<file path="src/rtl/lpwk_defines.svh">
`ifndef LPWK_DEFINES_SVH
`define LPWK_DEFINES_SVH

// ----------------------------------------
// Clock and wake-up time budgets
// ----------------------------------------
`define LPWK_CLK_PERIOD_NS       4
`define LPWK_BACKUP_WAKE_MAX_NS  100000
`define LPWK_WAIT_WAKE_MAX_NS    10000
`define LPWK_BACKUP_WAKE_CYC     (`LPWK_BACKUP_WAKE_MAX_NS / `LPWK_CLK_PERIOD_NS)
`define LPWK_WAIT_WAKE_CYC       (`LPWK_WAIT_WAKE_MAX_NS / `LPWK_CLK_PERIOD_NS)

// ----------------------------------------
// Settling counts inside the budgets
// ----------------------------------------
`define LPWK_REG_SETTLE_CYC      24000
`define LPWK_RC_SETTLE_CYC       64

// ----------------------------------------
// Wake source vector layout
// ----------------------------------------
`define LPWK_NUM_PINS            16
`define LPWK_SRC_SM              16
`define LPWK_SRC_CAL             17
`define LPWK_SRC_RTT             18
`define LPWK_SRC_USB             19
`define LPWK_NUM_SRC             20

`endif

</file>
<file path="src/rtl/lpwk_pkg.sv">
package lpwk_pkg;

    typedef enum logic [2:0] {
        LPWK_ACTIVE,
        LPWK_SLEEP,
        LPWK_WAIT,
        LPWK_BACKUP,
        LPWK_BK_REG,
        LPWK_BK_PWR,
        LPWK_FS_RC
    } lpwk_state_t;

endpackage

</file>
<file path="src/rtl/lpwk_wake_sync.sv">
`timescale 1ns/10ps

module lpwk_wake_sync #(
    parameter int WIDTH = 20
) (
    input  wire logic             core_clk,
    input  wire logic             rst,
    input  wire logic [WIDTH-1:0] src_n,
    input  wire logic [WIDTH-1:0] src_en,
    output logic      [WIDTH-1:0] src_active
);

    logic [WIDTH-1:0] meta_reg;
    logic [WIDTH-1:0] sync_reg;

    // ----------------------------------------
    // Two-stage synchroniser, idle level high
    // ----------------------------------------
    always_ff @(posedge core_clk) begin
        if (rst) begin
            meta_reg <= {WIDTH{1'b1}};
            sync_reg <= {WIDTH{1'b1}};
        end else begin
            meta_reg <= src_n;
            sync_reg <= meta_reg;
        end
    end

    // Low level wakes; a disabled source is masked out
    assign src_active = ~sync_reg & src_en;

endmodule

</file>
<file path="src/rtl/lpwk_ctrl.sv">
`timescale 1ns/10ps
`include "lpwk_defines.svh"

module lpwk_ctrl
    import lpwk_pkg::*;
#(
    parameter logic [15:0] REG_SETTLE_CYC = 16'(`LPWK_REG_SETTLE_CYC),
    parameter logic [15:0] RC_SETTLE_CYC  = 16'(`LPWK_RC_SETTLE_CYC),
    parameter logic [15:0] BACKUP_BUDGET  = 16'(`LPWK_BACKUP_WAKE_CYC),
    parameter logic [15:0] WAIT_BUDGET    = 16'(`LPWK_WAIT_WAKE_CYC)
) (
    input  wire logic                      core_clk,
    input  wire logic                      rst,
    input  wire logic                      wfe_exec,
    input  wire logic                      wfi_exec,
    input  wire logic                      deep_sleep_bit,
    input  wire logic                      low_power_select,
    input  wire logic                      irq_pending,
    input  wire logic [`LPWK_NUM_PINS-1:0] wake_pins_n,
    input  wire logic                      supply_monitor_alarm_n,
    input  wire logic                      calendar_alarm_n,
    input  wire logic                      real_time_timer_alarm_n,
    input  wire logic                      usb_wakeup_n,
    input  wire logic [`LPWK_NUM_PINS-1:0] wake_pins_en,
    input  wire logic                      supply_monitor_en,
    input  wire logic                      calendar_en,
    input  wire logic                      real_time_timer_en,
    input  wire logic                      usb_wakeup_en,
    input  wire logic                      periph_domain_en,
    input  wire logic                      sleep_periph_clk_keep,
    input  wire logic                      master_clk_release,
    output logic                           regulator_on,
    output logic                           core_pwr_on,
    output logic                           sram_pwr_on,
    output logic                           periph_pwr_on,
    output logic                           cpu_clk_on,
    output logic                           mem_clk_on,
    output logic                           periph_clk_on,
    output logic                           cpu_reset,
    output logic                           io_hold,
    output logic                           io_default_cfg,
    output logic                           fast_rc_restart,
    output logic                           master_clk_on_rc,
    output logic                           fast_startup_req,
    output logic                           low_power_active
);

    // ----------------------------------------
    // Wake source conditioning
    // ----------------------------------------
    logic [`LPWK_NUM_SRC-1:0] src_n;
    logic [`LPWK_NUM_SRC-1:0] src_en;
    logic [`LPWK_NUM_SRC-1:0] src_active;

    assign src_n  = {usb_wakeup_n, real_time_timer_alarm_n, calendar_alarm_n,
                     supply_monitor_alarm_n, wake_pins_n};
    assign src_en = {usb_wakeup_en, real_time_timer_en, calendar_en,
                     supply_monitor_en, wake_pins_en};

    lpwk_wake_sync #(
        .WIDTH      (`LPWK_NUM_SRC)
    ) u_sync (
        .core_clk   (core_clk),
        .rst        (rst),
        .src_n      (src_n),
        .src_en     (src_en),
        .src_active (src_active)
    );

    wire fast_evt   = |src_active[`LPWK_SRC_RTT:0];
    wire backup_evt = |src_active[`LPWK_SRC_RTT:0];
    wire usb_evt    = src_active[`LPWK_SRC_USB];

    // ----------------------------------------
    // State and counters
    // ----------------------------------------
    lpwk_state_t state_reg;
    lpwk_state_t state_next;
    logic        entry_wfe_reg;
    logic        entry_wfe_next;
    logic [15:0] cnt_reg;
    logic [15:0] cnt_next;
    logic [15:0] lat_reg;
    logic [15:0] lat_next;

    wire reg_done = (cnt_reg == REG_SETTLE_CYC - 16'h0001);
    wire rc_done  = (cnt_reg == RC_SETTLE_CYC - 16'h0001);

    wire enter_backup = wfe_exec & deep_sleep_bit;
    wire enter_wait   = wfe_exec & ~deep_sleep_bit & low_power_select;
    wire enter_sleep  = (wfe_exec | wfi_exec) & ~deep_sleep_bit
                        & ~low_power_select;

    // Sleep by interrupt-wait ignores events; by event-wait takes both
    wire sleep_wake = irq_pending | (entry_wfe_reg & (fast_evt | usb_evt));
    wire wait_wake  = fast_evt | usb_evt;

    always_comb begin
        state_next     = state_reg;
        entry_wfe_next = entry_wfe_reg;
        case (state_reg)
            LPWK_ACTIVE: begin
                if (enter_backup) begin
                    state_next = LPWK_BACKUP;
                end else if (enter_wait) begin
                    state_next = LPWK_WAIT;
                end else if (enter_sleep) begin
                    state_next     = LPWK_SLEEP;
                    entry_wfe_next = wfe_exec;
                end
            end
            LPWK_SLEEP: begin
                if (sleep_wake) begin
                    state_next = LPWK_ACTIVE;
                end
            end
            LPWK_WAIT: begin
                if (wait_wake) begin
                    state_next = LPWK_FS_RC;
                end
            end
            LPWK_BACKUP: begin
                if (backup_evt) begin
                    state_next = LPWK_BK_REG;
                end
            end
            LPWK_BK_REG: begin
                if (reg_done) begin
                    state_next = LPWK_BK_PWR;
                end
            end
            LPWK_BK_PWR: begin
                if (rc_done) begin
                    state_next = LPWK_ACTIVE;
                end
            end
            LPWK_FS_RC: begin
                if (rc_done) begin
                    state_next = LPWK_ACTIVE;
                end
            end
            default: begin
                state_next = LPWK_ACTIVE;
            end
        endcase
    end

    assign cnt_next = (state_next != state_reg) ? 16'h0000 : cnt_reg + 16'h0001;

    // Latency since the wake event, held for budget checks
    wire in_wake = (state_reg == LPWK_BK_REG) || (state_reg == LPWK_BK_PWR)
                   || (state_reg == LPWK_FS_RC);
    assign lat_next = in_wake ? lat_reg + 16'h0001 : 16'h0000;

    // ----------------------------------------
    // Output decode from the next state; fast startup request from the current state
    // ----------------------------------------
    wire n_active = (state_next == LPWK_ACTIVE);
    wire n_sleep  = (state_next == LPWK_SLEEP);
    wire n_backup = (state_next == LPWK_BACKUP);
    wire n_bkreg  = (state_next == LPWK_BK_REG);
    wire n_bkpwr  = (state_next == LPWK_BK_PWR);
    wire n_fsrc   = (state_next == LPWK_FS_RC);
    wire n_bkseq  = n_bkreg | n_bkpwr;

    // Core supply is only cut in backup and its first ramp step
    wire regulator_next  = ~n_backup;
    wire core_pwr_next   = ~(n_backup | n_bkreg);
    wire sram_pwr_next   = ~(n_backup | n_bkreg);
    wire periph_pwr_next = periph_domain_en & ~(n_backup | n_bkseq);
    wire cpu_clk_next    = n_active;
    wire mem_clk_next    = n_active;
    wire periph_clk_next = periph_domain_en
                           & (n_active | (n_sleep & sleep_periph_clk_keep));
    wire cpu_reset_next  = n_backup | n_bkseq;
    wire io_hold_next    = ~n_active;
    wire io_default_next = n_bkseq;
    wire rc_restart_next = n_fsrc | n_bkpwr;
    wire fs_req_next     = ((state_reg == LPWK_WAIT)
                           | ((state_reg == LPWK_SLEEP) & entry_wfe_reg)) & fast_evt;

    // Master clock stays on the RC until software releases it; a wait or backup wake wins
    wire wake_done   = (state_reg != LPWK_ACTIVE) & n_active & (state_reg != LPWK_SLEEP);
    wire mclk_rc_next = wake_done | n_fsrc | n_bkpwr
                        | (master_clk_on_rc & ~master_clk_release);

    // ----------------------------------------
    // Registers
    // ----------------------------------------
    always_ff @(posedge core_clk) begin
        if (rst) begin
            state_reg     <= LPWK_ACTIVE;
            entry_wfe_reg <= 1'b0;
            cnt_reg       <= 16'h0000;
            lat_reg       <= 16'h0000;
        end else begin
            state_reg     <= state_next;
            entry_wfe_reg <= entry_wfe_next;
            cnt_reg       <= cnt_next;
            lat_reg       <= lat_next;
        end
    end

    always_ff @(posedge core_clk) begin
        if (rst) begin
            regulator_on     <= 1'b1;
            core_pwr_on      <= 1'b1;
            sram_pwr_on      <= 1'b1;
            periph_pwr_on    <= 1'b0;
            cpu_clk_on       <= 1'b1;
            mem_clk_on       <= 1'b1;
            periph_clk_on    <= 1'b0;
            cpu_reset        <= 1'b0;
            io_hold          <= 1'b0;
            io_default_cfg   <= 1'b0;
            fast_rc_restart  <= 1'b0;
            master_clk_on_rc <= 1'b1;
            fast_startup_req <= 1'b0;
            low_power_active <= 1'b0;
        end else begin
            regulator_on     <= regulator_next;
            core_pwr_on      <= core_pwr_next;
            sram_pwr_on      <= sram_pwr_next;
            periph_pwr_on    <= periph_pwr_next;
            cpu_clk_on       <= cpu_clk_next;
            mem_clk_on       <= mem_clk_next;
            periph_clk_on    <= periph_clk_next;
            cpu_reset        <= cpu_reset_next;
            io_hold          <= io_hold_next;
            io_default_cfg   <= io_default_next;
            fast_rc_restart  <= rc_restart_next;
            master_clk_on_rc <= mclk_rc_next;
            fast_startup_req <= fs_req_next;
            low_power_active <= ~n_active;
        end
    end

    // ----------------------------------------
    // Checks
    // ----------------------------------------
    property p_backup_entry;
        @(posedge core_clk) disable iff (rst)
        (state_reg == LPWK_ACTIVE) && wfe_exec && deep_sleep_bit
        |=> (state_reg == LPWK_BACKUP) && !regulator_on && !core_pwr_on;
    endproperty
    a_backup_entry: assert property (p_backup_entry) else $error("backup not entered");

    property p_wait_entry;
        @(posedge core_clk) disable iff (rst)
        (state_reg == LPWK_ACTIVE) && wfe_exec && !deep_sleep_bit && low_power_select
        |=> (state_reg == LPWK_WAIT) && regulator_on && core_pwr_on && !cpu_clk_on;
    endproperty
    a_wait_entry: assert property (p_wait_entry) else $error("wait not entered");

    property p_sleep_entry;
        @(posedge core_clk) disable iff (rst)
        (state_reg == LPWK_ACTIVE) && (wfe_exec || wfi_exec)
        && !deep_sleep_bit && !low_power_select
        |=> (state_reg == LPWK_SLEEP) && core_pwr_on && !mem_clk_on;
    endproperty
    a_sleep_entry: assert property (p_sleep_entry) else $error("sleep not entered");

    property p_backup_stays;
        @(posedge core_clk) disable iff (rst)
        (state_reg == LPWK_BACKUP) && !backup_evt |=> (state_reg == LPWK_BACKUP);
    endproperty
    a_backup_stays: assert property (p_backup_stays) else $error("backup left without source");

    property p_hold_io;
        @(posedge core_clk) disable iff (rst)
        (state_reg != LPWK_ACTIVE) |-> io_hold;
    endproperty
    a_hold_io: assert property (p_hold_io) else $error("io hold wrong");

    property p_backup_budget;
        @(posedge core_clk) disable iff (rst)
        (state_reg == LPWK_BK_REG) || (state_reg == LPWK_BK_PWR) |-> lat_reg < BACKUP_BUDGET;
    endproperty
    a_backup_budget: assert property (p_backup_budget) else $error("backup wake too slow");

    property p_wait_budget;
        @(posedge core_clk) disable iff (rst)
        (state_reg == LPWK_FS_RC) |-> lat_reg < WAIT_BUDGET;
    endproperty
    a_wait_budget: assert property (p_wait_budget) else $error("wait wake too slow");

    property p_wfi_sleep;
        @(posedge core_clk) disable iff (rst)
        (state_reg == LPWK_SLEEP) && !entry_wfe_reg && !irq_pending
        |=> (state_reg == LPWK_SLEEP);
    endproperty
    a_wfi_sleep: assert property (p_wfi_sleep) else $error("sleep left without interrupt");

    property p_fast_req;
        @(posedge core_clk) disable iff (rst)
        (state_reg == LPWK_WAIT) && fast_evt |=> fast_startup_req ##0 (state_reg == LPWK_FS_RC);
    endproperty
    a_fast_req: assert property (p_fast_req) else $error("no fast startup request");

    property p_supply_restore;
        @(posedge core_clk) disable iff (rst)
        (state_reg == LPWK_BK_REG) && reg_done |=> core_pwr_on && sram_pwr_on && cpu_reset;
    endproperty
    a_supply_restore: assert property (p_supply_restore) else $error("supplies not restored");

    property p_rc_after_wake;
        @(posedge core_clk) disable iff (rst)
        (state_reg == LPWK_FS_RC) && rc_done |=> cpu_clk_on && master_clk_on_rc;
    endproperty
    a_rc_after_wake: assert property (p_rc_after_wake) else $error("not on RC after wake");

endmodule

</file>
<file path="config.mk">
export PLATFORM = sky130hd
export DESIGN_NAME = lpwk_ctrl
export DESIGN_NICKNAME = d
export VERILOG_FILES = /design/src/rtl/lpwk_pkg.sv /design/src/rtl/lpwk_wake_sync.sv /design/src/rtl/lpwk_ctrl.sv
export VERILOG_INCLUDE_DIRS = /design/src /design/src/rtl
export SDC_FILE = /design/constraint.sdc
export NUM_CORES = 1
export LEC_CHECK = 0
export ABC_CLOCK_PERIOD_IN_PS = 2100
export BUFFER_PORTS_ARGS = -buffer_cell sky130_fd_sc_hd__buf_2
export CAP_MARGIN = 20
export CORE_UTILIZATION = 45
export DETAILED_ROUTE_END_ITERATION = 8
export PLACE_DENSITY_LB_ADDON = 0.3
export SLEW_MARGIN = 20
export SYNTH_ARGS = -nofsm -noshare
export SYNTH_HDL_FRONTEND = slang
export SYNTH_SLANG_ARGS = --single-unit
export TNS_END_PERCENT = 1
</file>
<file path="constraint.sdc">
create_clock -name core_clk -period 2.1 [get_ports core_clk]
set_clock_uncertainty 0.05 [all_clocks]
set_input_delay 0.105 -clock core_clk [delete_from_list [all_inputs] [get_ports core_clk]]
set_output_delay 0.105 -clock core_clk [all_outputs]
set_load 0.01 [all_outputs]
</file>
======== Yosys cells after proc, flatten, opt, wreduce, memory -nomap -nowiden ========
Cells that the tools add are included.
word-level totals
  flip-flop bits (word level) ............. 71
  output and inout bits ................... 14
  input port bits ......................... 50
cells by class
  reductions and logical operators ........ 7
  multiplexer cells ....................... 9
  bitwise operators ....................... 37
  equality and inequality tests ........... 15
  $add $sub $neg .......................... 1
operators with widths
  cell                   count
  $mux 3                 8
  $and 20x20->20         1
  $not 20->20            1
  $reduce_or 19->1       1
  $eq 3x3->1 const B     6
  $pmux 3 s6             1
  $add 16x1->16 const B  1
  $eq 16x15->1 const B   1
  $eq 16x6->1 const B    1
  $and 1x1->1            14
  $or 1x1->1             12
  $eq 3x2->1 const B     3
  $not 1->1              9
  $eq 3x1->1 const B     2
  $logic_not 3->1        2
  $reduce_and 4->1       1
  $reduce_or 2->1        2
  $ne 3x1->1 const B     1
  $ne 3x3->1             1
  $reduce_bool 3->1      1

======== Longest topological paths before layout ========
Gate-level depths: netlist of the first run.
  word-level depth ........................ 14
  mapped depth ............................ 8

======== By module ========
From an unflattened synthesis of the first run, not the netlist that was laid out.
second synthesis, totals
  cells, all modules ...................... 278
  area, all modules ....................... 2721.4 µm²
modules (own cells, without submodules)
  module          seq. area each (µm²)  cells an instance  area an instance (µm²)  times used
  lpwk_ctrl       620.6                 174                1525.2                  1
  lpwk_wake_sync  800.8                 104                1196.1                  1

======== Least setup slack after synthesis of the first run ========
OpenSTA, ideal clock, no wires.
  path kind ............................... register -> register
  start point ............................. register cnt_reg[0]
  end point ............................... register cnt_reg[10]
  arrival ................................. 2.079 ns
  slack ................................... -0.148 ns
  path buffers ............................ 1
  library setup time ...................... 0.119 ns
  cell stages (with the launch flop) ...... 9
  clock period less this slack ............ 2.248 ns
  path through ............................ dfxtp_1 -> ha_1 -> nor3b_1 -> nand4_1 -> maj3_1 -> nor2_1 -> a2111o_1 -> buf_6 -> nor2_4
between the ends
  longest elaborated chain between the ends .. 5
ends and longest elaborated chain
  element                                      RTL line                                              source
  from (decl)                                  lpwk_ctrl.sv:81                                       logic [15:0] cnt_reg;
  from (signal assigned)                       lpwk_ctrl.sv:199                                      cnt_reg <= cnt_next;
  $eq 16x6->1 or $eq 16x15->1 (tied branches)  lpwk_ctrl.sv:87, lpwk_ctrl.sv:86
  $mux 3 (on tied branches)                    lpwk_ctrl.sv:133, lpwk_ctrl.sv:138, lpwk_ctrl.sv:128
  $pmux 3 s6                                   lpwk_ctrl.sv:101                                      case (state_reg)
  $ne 3x3->1                                   lpwk_ctrl.sv:148                                      assign cnt_next = (state_next != state_reg) ? 16'h0000 : cnt_reg + 16'h0001;
  $reduce_or 2->1 (no source line)             n/a
Parallel ways exist; a longest one is shown, timed or not.
A chain may end at the register's enable or synchronous reset.

======== Worst setup path in the final report of the first run ========
  start point ............................. register u_sync.sync_reg[8]
  end point ............................... register cnt_reg[2]
between the ends
  longest elaborated chain between the ends .. 10
ends and longest elaborated chain
  element                             RTL line                          source
  from (decl)                         lpwk_wake_sync.sv:14              logic [WIDTH-1:0] sync_reg;
  from (signal assigned)              lpwk_wake_sync.sv:22              sync_reg <= {WIDTH{1'b1}};
  from (signal assigned)              lpwk_wake_sync.sv:25              sync_reg <= meta_reg;
  $not 20->20 *                       lpwk_wake_sync.sv:30              assign src_active = ~sync_reg & src_en;
  $and 20x20->20 *                    lpwk_wake_sync.sv:30
  $reduce_or 19->1 *                  lpwk_ctrl.sv:70, lpwk_ctrl.sv:71
  $or 1x1->1                          lpwk_ctrl.sv:95, lpwk_ctrl.sv:96
  $and 1x1->1                         lpwk_ctrl.sv:95                   wire sleep_wake = irq_pending | (entry_wfe_reg & (fast_evt | usb_evt));
  $or 1x1->1                          lpwk_ctrl.sv:95
  $mux 3                              lpwk_ctrl.sv:113                  if (sleep_wake) begin
  $pmux 3 s6 *                        lpwk_ctrl.sv:101
  $ne 3x3->1 *                        lpwk_ctrl.sv:148
  $reduce_or 2->1 (no source line) *  n/a
Every way passes the cells marked *; elsewhere a longest branch is shown, timed or not.

==> results of run 1 <==
-- layer usage --
| layer | vias to the layer above | wire (um) |
|---|---|---|
| met3 | 13 | 373 |
| met1 | 965 | 2340 |
| li1 | 1134 | - |
| met2 | 66 | 2550 |
| met4 | 0 | 158 |
| met5 | - | 0 |
-- kinds of logic (layout without fill, tap and decap cells) --
family                   count (synthesis)  in the layout
flip-flops                              71             71
AND/OR/NAND/NOR                        126            126
buffers and inverters                   28            141
AO/OA/AOI/OAI                           32             32
XOR/XNOR                                14             14
adder cells (fa/ha/maj)                  2              2
-- timing repair --
action | CTS | global route
hold buffers | 22 | 0
resized for setup | 2 | 13
pin swaps | 4 | 6
endpoints found under the setup margin | 18 | 25
hold endpoints to repair | 22 | 0
-- critical path, cell delays in order, from the launching register on --
cell and delay, ns:
dfxtp_2 0.32, nor2b_2 0.04, a2111oi_4 0.36, nand4_2 0.19
o311a_4 0.34, a2111o_1 0.42, buf_4 0.18, nor2_1 0.10
-- cells in the final DEF, fill, tap and decap left out, drive strengths merged, types with 2 or more instances in the layout --
master and n:
nor2 27, and4 2, and3 5, dlygate4sd3 22, nand2 9, a2111oi 5, dfxtp 71, nor4 4
clkbuf 9, or2 41, a21o 2, buf 88, xnor2 6, a21oi 7, nand3 5, nand4 10
a31oi 3, nor3 6, xor2 8, bufinv 2, inv 18, o21ai 3, nor2b 14
-- worst max path at each step --
| stage | startpoint | end | slack (ns) | cells past startpoint |
|---|---|---|---|---|
| after global placement | cnt_reg[9]$_SDFF_PP0_ | cnt_reg[6]$_SDFF_PP0_ | -0.04 | 8 |
| after CTS | cnt_reg[9]$_SDFF_PP0_ | cnt_reg[6]$_SDFF_PP0_ | 0.003 | 8 |
| after detailed placement | u_sync.sync_reg[7]$_SDFF_PP1_ | cnt_reg[2]$_SDFF_PP0_ | -0.05 | 7 |
| after floorplan | u_sync.sync_reg[5]$_SDFF_PP1_ | cnt_reg[0]$_SDFF_PP0_ | -0.01 | 7 |
| final | u_sync.sync_reg[8]$_SDFF_PP1_ | cnt_reg[2]$_SDFF_PP0_ | 0.04 | 7 |
| after global routing | u_sync.sync_reg[8]$_SDFF_PP1_ | cnt_reg[2]$_SDFF_PP0_ | -0.07 | 7 |
-- power breakdown --
group	leakage, nW	total, mW	internal, mW	switching (mW)
Sequential	0.584	1.49	1.44	0.0452
Combinational	0.923	0.629	0.318	0.311
Clock	0.106	1.18	0.672	0.507
-- cell type report --
cell class | instances | share of cell area (%)
Clock buffer | 9 | 3.24
Tap cell | 75 | 2.46
Multi-Input combinational cell | 174 | 33.6
Timing Repair Buffer | 110 | 19.3
Inverter | 16 | 1.57
Sequential cell | 71 | 37.4
Clock inverter | 6 | 2.46
==> reports/results.txt, run 1 <==
crit path kind: flop to flop
top-count cell post-synth: dfxtp_1
depth of the worst hold-timing path: 3
Detail Route Antenna Nets: 0
Netlist cell types: 44
ANT cells: 0
placed cell count: 424
adder-cell area share of the yosys netlist: 0.810%
Fmax: 486 MHz
status: complete, no violations
max_cap viols: 0
total gr overflow: 0
Synth top area share: 51.1%
met1 Use GR: 20.9%
Most Used Layer, Global Route: met2
Ys Warns: 0
Cells after Synth: 273
Main synth FF type: dfxtp_1
Synth Register Bits: 71
drt via density: 4.72
non-filler cells, final: 461
Critical Path RT: 2.33 ns
routed via count: 2,178
Rel. slew slack: 72.6%
R2R depth: 7
Crit Path Max Fanout: 6
R2R Path End: cnt_reg[2]$_SDFF_PP0_
Final Hold Fails: 0
CTS Buffer Depth: 2
die height: 80.6 um
WL/cell: 11.7 um
Util after Layout: 64.1%
Skew-Pair Late Insertion Delay: 0.34 ns
setup bufs post-CTS: 0
# port buffers: 63
IR drop worst, VDD: 0.699 mV
area leader, netlist: dfxtp_1
EDFF count, synth: 0
M3 GR Usage: 7.27%
Syn Area/Cell: 10.2 um^2
Synth area leaders: dfxtp_1 51%, or2_2 9.2%, a2111oi_4 4.0%
setup TNS: 0 ns
design area: 0.00382 mm^2
Slew @ Worst Pin: 0.409 ns
# rows: 28
synthesis-to-finish area growth: 37.4%
# DRC: 0
GRT Overall Usage: 18.8%
share of layout cells above drive strength 1: 45.9%
H-tree Lvls: 3
Hold EP: entry_wfe_reg$_SDFFE_PP0P_
initial antenna violation count: 0
Detail Placement HPWL: 3690 um
CTS Buf Count: 9
total wire length: 5410 um
drt pass-1 iters: 4
mux cell area share after synthesis: 0%
crit path launch type: flop
setup slack, reg-to-reg: 0.04 ns
worst min path class: primary input to flop
Sink Count: 71
Place WS: -0.0479 ns
worst hold slack: 0.0216 ns
DRT iter0 DRCs: 123
FF+latch area: 0.00143 mm^2
multi-input logic area: 0.00128 mm^2
post-layout min period: 2.06 ns
Tot Pwr: 3.30 mW
Synth Area in Compound Gates: 11.7%
Lkg Pwr: 1.61 nW
first-pass GRT wire length: 9080 um
placed cell area: 0.00334 mm^2
final worst slack: 0.0415 ns
largest net degree at the start of global routing: 54
CTS tree: done
worst r2r src: u_sync.sync_reg[8]$_SDFF_PP1_
gpl congestion: 0.849
Final setup viols: 0
Slew Limit Fails: 0
# fillers: 463
Pwr per Cell Area: 863 mW/mm^2
die extent in x: 80.6 um
vias in the first global route: 2,092
Post-synth ARST share: 0%
CTS clk-pin slew, worst paths: 0.07 ns
IO Pins: 64
main combinational cell family by area after synthesis: simple AND/OR/NAND/NOR gates
met2 Track Usage GR: 30.8%
die area: 0.00649 mm^2
Synth Area in Simple Gates: 27.4%
CP Capture Type: flop
Syn Std Cell Area: 0.00278 mm^2
Clk Tree Root Cell: clkbuf_8
register area share after synthesis: 51.1%
RSZ-0062 raised after global routing: true
Synth Area in XOR/XNOR: 4.41%
Initial Util: 46.7%
core footprint: 0.00596 mm^2
Critical Path AT: 2.29 ns
fin crit share: 98.0%
worst hold start: wfe_exec
synth cell count leaders: 71 x dfxtp_1, 41 x or2_2, 17 x nor2_1
Post-Syn Nets: 324
number of nets in the layout: 433
No activity file was read; power rests on OpenSTA's default activity.
==> run 2, diff against run 1 <==
--- a/config.mk
+++ b/config.mk
@@ -6,6 +6,7 @@
 export SDC_FILE = /design/constraint.sdc
 export NUM_CORES = 1
 export LEC_CHECK = 0
+export ABC_AREA = 1
 export ABC_CLOCK_PERIOD_IN_PS = 2100
 export BUFFER_PORTS_ARGS = -buffer_cell sky130_fd_sc_hd__buf_2
 export CAP_MARGIN = 20
==> run 2 against run 1 <==
  * Final area fell by 1.4%
  * Highest routed layer unchanged
  * Via count rose by 9.9%
  * Critical endpoint is now master_clk_on_rc$_SDFF_PP1_
  * Clock power fell by 14%
  * Sequential cell count did not move
  * Synthesized area rose by 8.0%
==> reports/results.txt, run 2 <==
Netlist cell types: 32 (was 44)
post-layout min period: 1.81 ns (was 2.06 ns)
# DRC: 0 (unchanged)
die height: 83.7 um (was 80.6 um)
adder-cell area share of the yosys netlist: 0.417% (was 0.810%)
Initial Util: 47.0% (was 46.7%)
core footprint: 0.00639 mm^2 (was 0.00596 mm^2)
Synth Area in Compound Gates: 2.25% (was 11.7%)
EDFF count, synth: 0 (unchanged)
Synth Area in Simple Gates: 37.5% (was 27.4%)
gpl congestion: 0.793 (was 0.849)
Detail Route Antenna Nets: 0 (unchanged)
# port buffers: 63 (unchanged)
Hold-fix buffers, CTS: 23 (was 22)
DRT iter0 DRCs: 79 (was 123)
placed cell count: 486 (was 424)
number of nets in the layout: 494 (was 433)
vias in the first global route: 2,294 (was 2,092)
IO Pins: 64 (unchanged)
Post-Syn Nets: 407 (was 324)
Post-synth ARST share: 0% (unchanged)
setup TNS: 0 ns (unchanged)
Synth Register Bits: 71 (unchanged)
# rows: 29 (was 28)
Slew Limit Fails: 0 (unchanged)
CTS Buffer Depth: 2 (unchanged)
met1 Use GR: 19.8% (was 20.9%)
setup slack, reg-to-reg: 0.29 ns (was 0.04 ns)
Most Used Layer, Global Route: met2 (unchanged)
status: complete, no violations (unchanged)
synth cell count leaders: 71 x dfxtp_1, 49 x nand2_1, 43 x inv_1 (was 71 x dfxtp_1, 41 x or2_2, 17 x nor2_1)
WL/cell: 10.4 um (was 11.7 um)
die area: 0.00700 mm^2 (was 0.00649 mm^2)
crit path kind: flop to flop (unchanged)
total gr overflow: 0 (unchanged)
mux cell area share after synthesis: 0% (unchanged)
routed via count: 2,393 (was 2,178)
Util after Layout: 58.9% (was 64.1%)
H-tree Lvls: 3 (unchanged)
area leader, netlist: dfxtp_1 (unchanged)
total wire length: 5490 um (was 5410 um)
Crit Path Max Fanout: 10 (was 6)
drt via density: 4.56 (was 4.72)
Synth area leaders: dfxtp_1 47%, or2_2 8.5%, nand2_1 6.1% (was dfxtp_1 51%, or2_2 9.2%, a2111oi_4 4.0%)
final worst slack: 0.292 ns (was 0.0415 ns)
Slowest-stage cell, CP: dfxtp_1 (was a2111o_1)
Rel. slew slack: 72.1% (was 72.6%)
RSZ-0062 raised after global routing: false (was true)
ANT cells: 0 (unchanged)
crit path launch type: flop (unchanged)
Fmax: 553 MHz (was 486 MHz)
Syn Area/Cell: 8.43 um^2 (was 10.2 um^2)
met2 Track Usage GR: 29.3% (was 30.8%)
Cells after Synth: 356 (was 273)
Sink Count: 71 (unchanged)
main combinational cell family by area after synthesis: simple AND/OR/NAND/NOR gates (unchanged)
IR drop worst, VDD: 0.710 mV (was 0.699 mV)
initial antenna violation count: 0 (unchanged)
Clk Tree Root Cell: clkbuf_8 (unchanged)
GRT Overall Usage: 17.2% (was 18.8%)
Final setup viols: 0 (unchanged)
crit-path cells: nor3_2 > nand2_1 > nand2_2 > nor2_4 > nand3_2 > inv_2 > nand2_1 > o21ai_1 > nand3_1 (was nor2b_2 > a2111oi_4 > nand4_2 > o311a_4 > a2111o_1 > buf_4 > nor2_1)
Pwr per Cell Area: 790 mW/mm^2 (was 863 mW/mm^2)
first-pass GRT wire length: 9720 um (was 9080 um)
Synth top area share: 47.4% (was 51.1%)
fin crit share: 86.1% (was 98.0%)
worst min path class: primary input to flop (unchanged)
die extent in x: 83.7 um (was 80.6 um)
Main synth FF type: dfxtp_1 (unchanged)
cell repeated most along the worst path: nand2_1
Critical Path AT: 1.98 ns (was 2.29 ns)
drt pass-1 iters: 4 (unchanged)
Skew-Pair Late Insertion Delay: 0.35 ns (was 0.34 ns)
max_cap viols: 0 (unchanged)
Ys Warns: 0 (unchanged)
CP max stage delay: 0.58 ns (was 0.42 ns)
Slew @ Worst Pin: 0.415 ns (was 0.409 ns)
Final Hold Fails: 0 (unchanged)
non-filler cells, final: 525 (was 461)
Tot Pwr: 2.97 mW (was 3.30 mW)
synthesis-to-finish area growth: 25.4% (was 37.4%)
Syn Std Cell Area: 0.00300 mm^2 (was 0.00278 mm^2)
CP Capture Type: flop (unchanged)
largest net degree at the start of global routing: 50 (was 54)
Detail Placement HPWL: 3960 um (was 3690 um)
commonest non-fill, non-tap cell in the layout: dfxtp_1 (unchanged)
commonest cells after routing, fill and taps aside: 71 x dfxtp_1, 63 x buf_2, 49 x nand2_1 (was 67 x dfxtp_1, 63 x buf_2, 41 x or2_2)
Lkg Pwr: 1.76 nW (was 1.61 nW)
CTS clk-pin slew, worst paths: 0.07 ns (about the same)
Critical Path RT: 2.27 ns (was 2.33 ns)
Place WS: 0.285 ns (was -0.0479 ns)
share of layout cells above drive strength 1: 37.9% (was 45.9%)
top-count cell post-synth: dfxtp_1 (unchanged)
CTS Buf Count: 9 (unchanged)
Synth Area in XOR/XNOR: 3.50% (was 4.41%)
# resized after CTS: 0 (was 2)
setup bufs post-CTS: 0 (unchanged)
register area share after synthesis: 47.4% (was 51.1%)
CTS tree: done (unchanged)
M3 GR Usage: 6.73% (was 7.27%)
-- run 2: cell count changes in the layout (fill, tap and decap cells not counted), moves of 9 or more --
cell,previous run,this run
nand2_1,9,49
inv_1,15,43
buf_4,24,2
nand3_1,5,24
nor3_2,1,13
nor2b_1,11,0
nor2_1,17,26
-- run 2: area by class of cell --
cell class              count  area (um^2)
flip-flops and latches     71         1420
clock inverters             6         52.6
clock buffers              10          138
well taps                  77         96.3
multi-input cells         224         1310
inverters                  49          184
repair buffers             88          561
fillers                   563         2620
-- run 2: power by group --
group / total, mW / internal (mW) / switching (mW)
registers: 1.47 / 1.43 / 0.0419
logic: 0.488 / 0.208 / 0.281
clock network: 1.01 / 0.479 / 0.536
total: 2.97 / 2.12 / 0.859
-- run 2: cell families after synthesis --
kind of cell	after synthesis
buffers and inverters	61
xor gates and xnor gates	12
adders and majority gates	1
DFF	71
and+or+nand+nor	200
AOI/OAI and AO/OA	11
-- run 2: worst paths after layout --
| kind | startpoint | end | cells after the start |
|---|---|---|---|
| worst max register to register | state_reg[2]$_SDFF_PP0_ | master_clk_on_rc$_SDFF_PP1_ | 9 |
| worst min-delay path | wfe_exec | entry_wfe_reg$_SDFFE_PP0P_ | 3 |
| worst min register to register | u_sync.meta_reg[7]$_SDFF_PP1_ | u_sync.sync_reg[7]$_SDFF_PP1_ | 1 |
| worst max-delay path | state_reg[2]$_SDFF_PP0_ | master_clk_on_rc$_SDFF_PP1_ | 9 |
-- run 2: through the flow --
stage | area [um^2] | hold WS, ns
3_3_place_gp | 3340 | 0.237
3_5_place_dp | 3340 | 0.239
2_1_floorplan | 3000 | 0.159
5_1_grt | 3760 | 0.0154
6_report | 3760 | 0.0199
4_1_cts | 3760 | 0.00538
-- run 2: per-layer routing --
metal,wire length [um],vias to the layer above
met5,0,-
met1,2500,1047
met4,72,0
li1,-,1275
met3,364,8
met2,2550,63
-- run 2: worst max-delay path: cells and delay by family (launching register included) --
family          cells  cell delay [ns]
buf+inv             1             0.07
simple gates        7             0.76
compound gates      1             0.23
flops               1             0.58
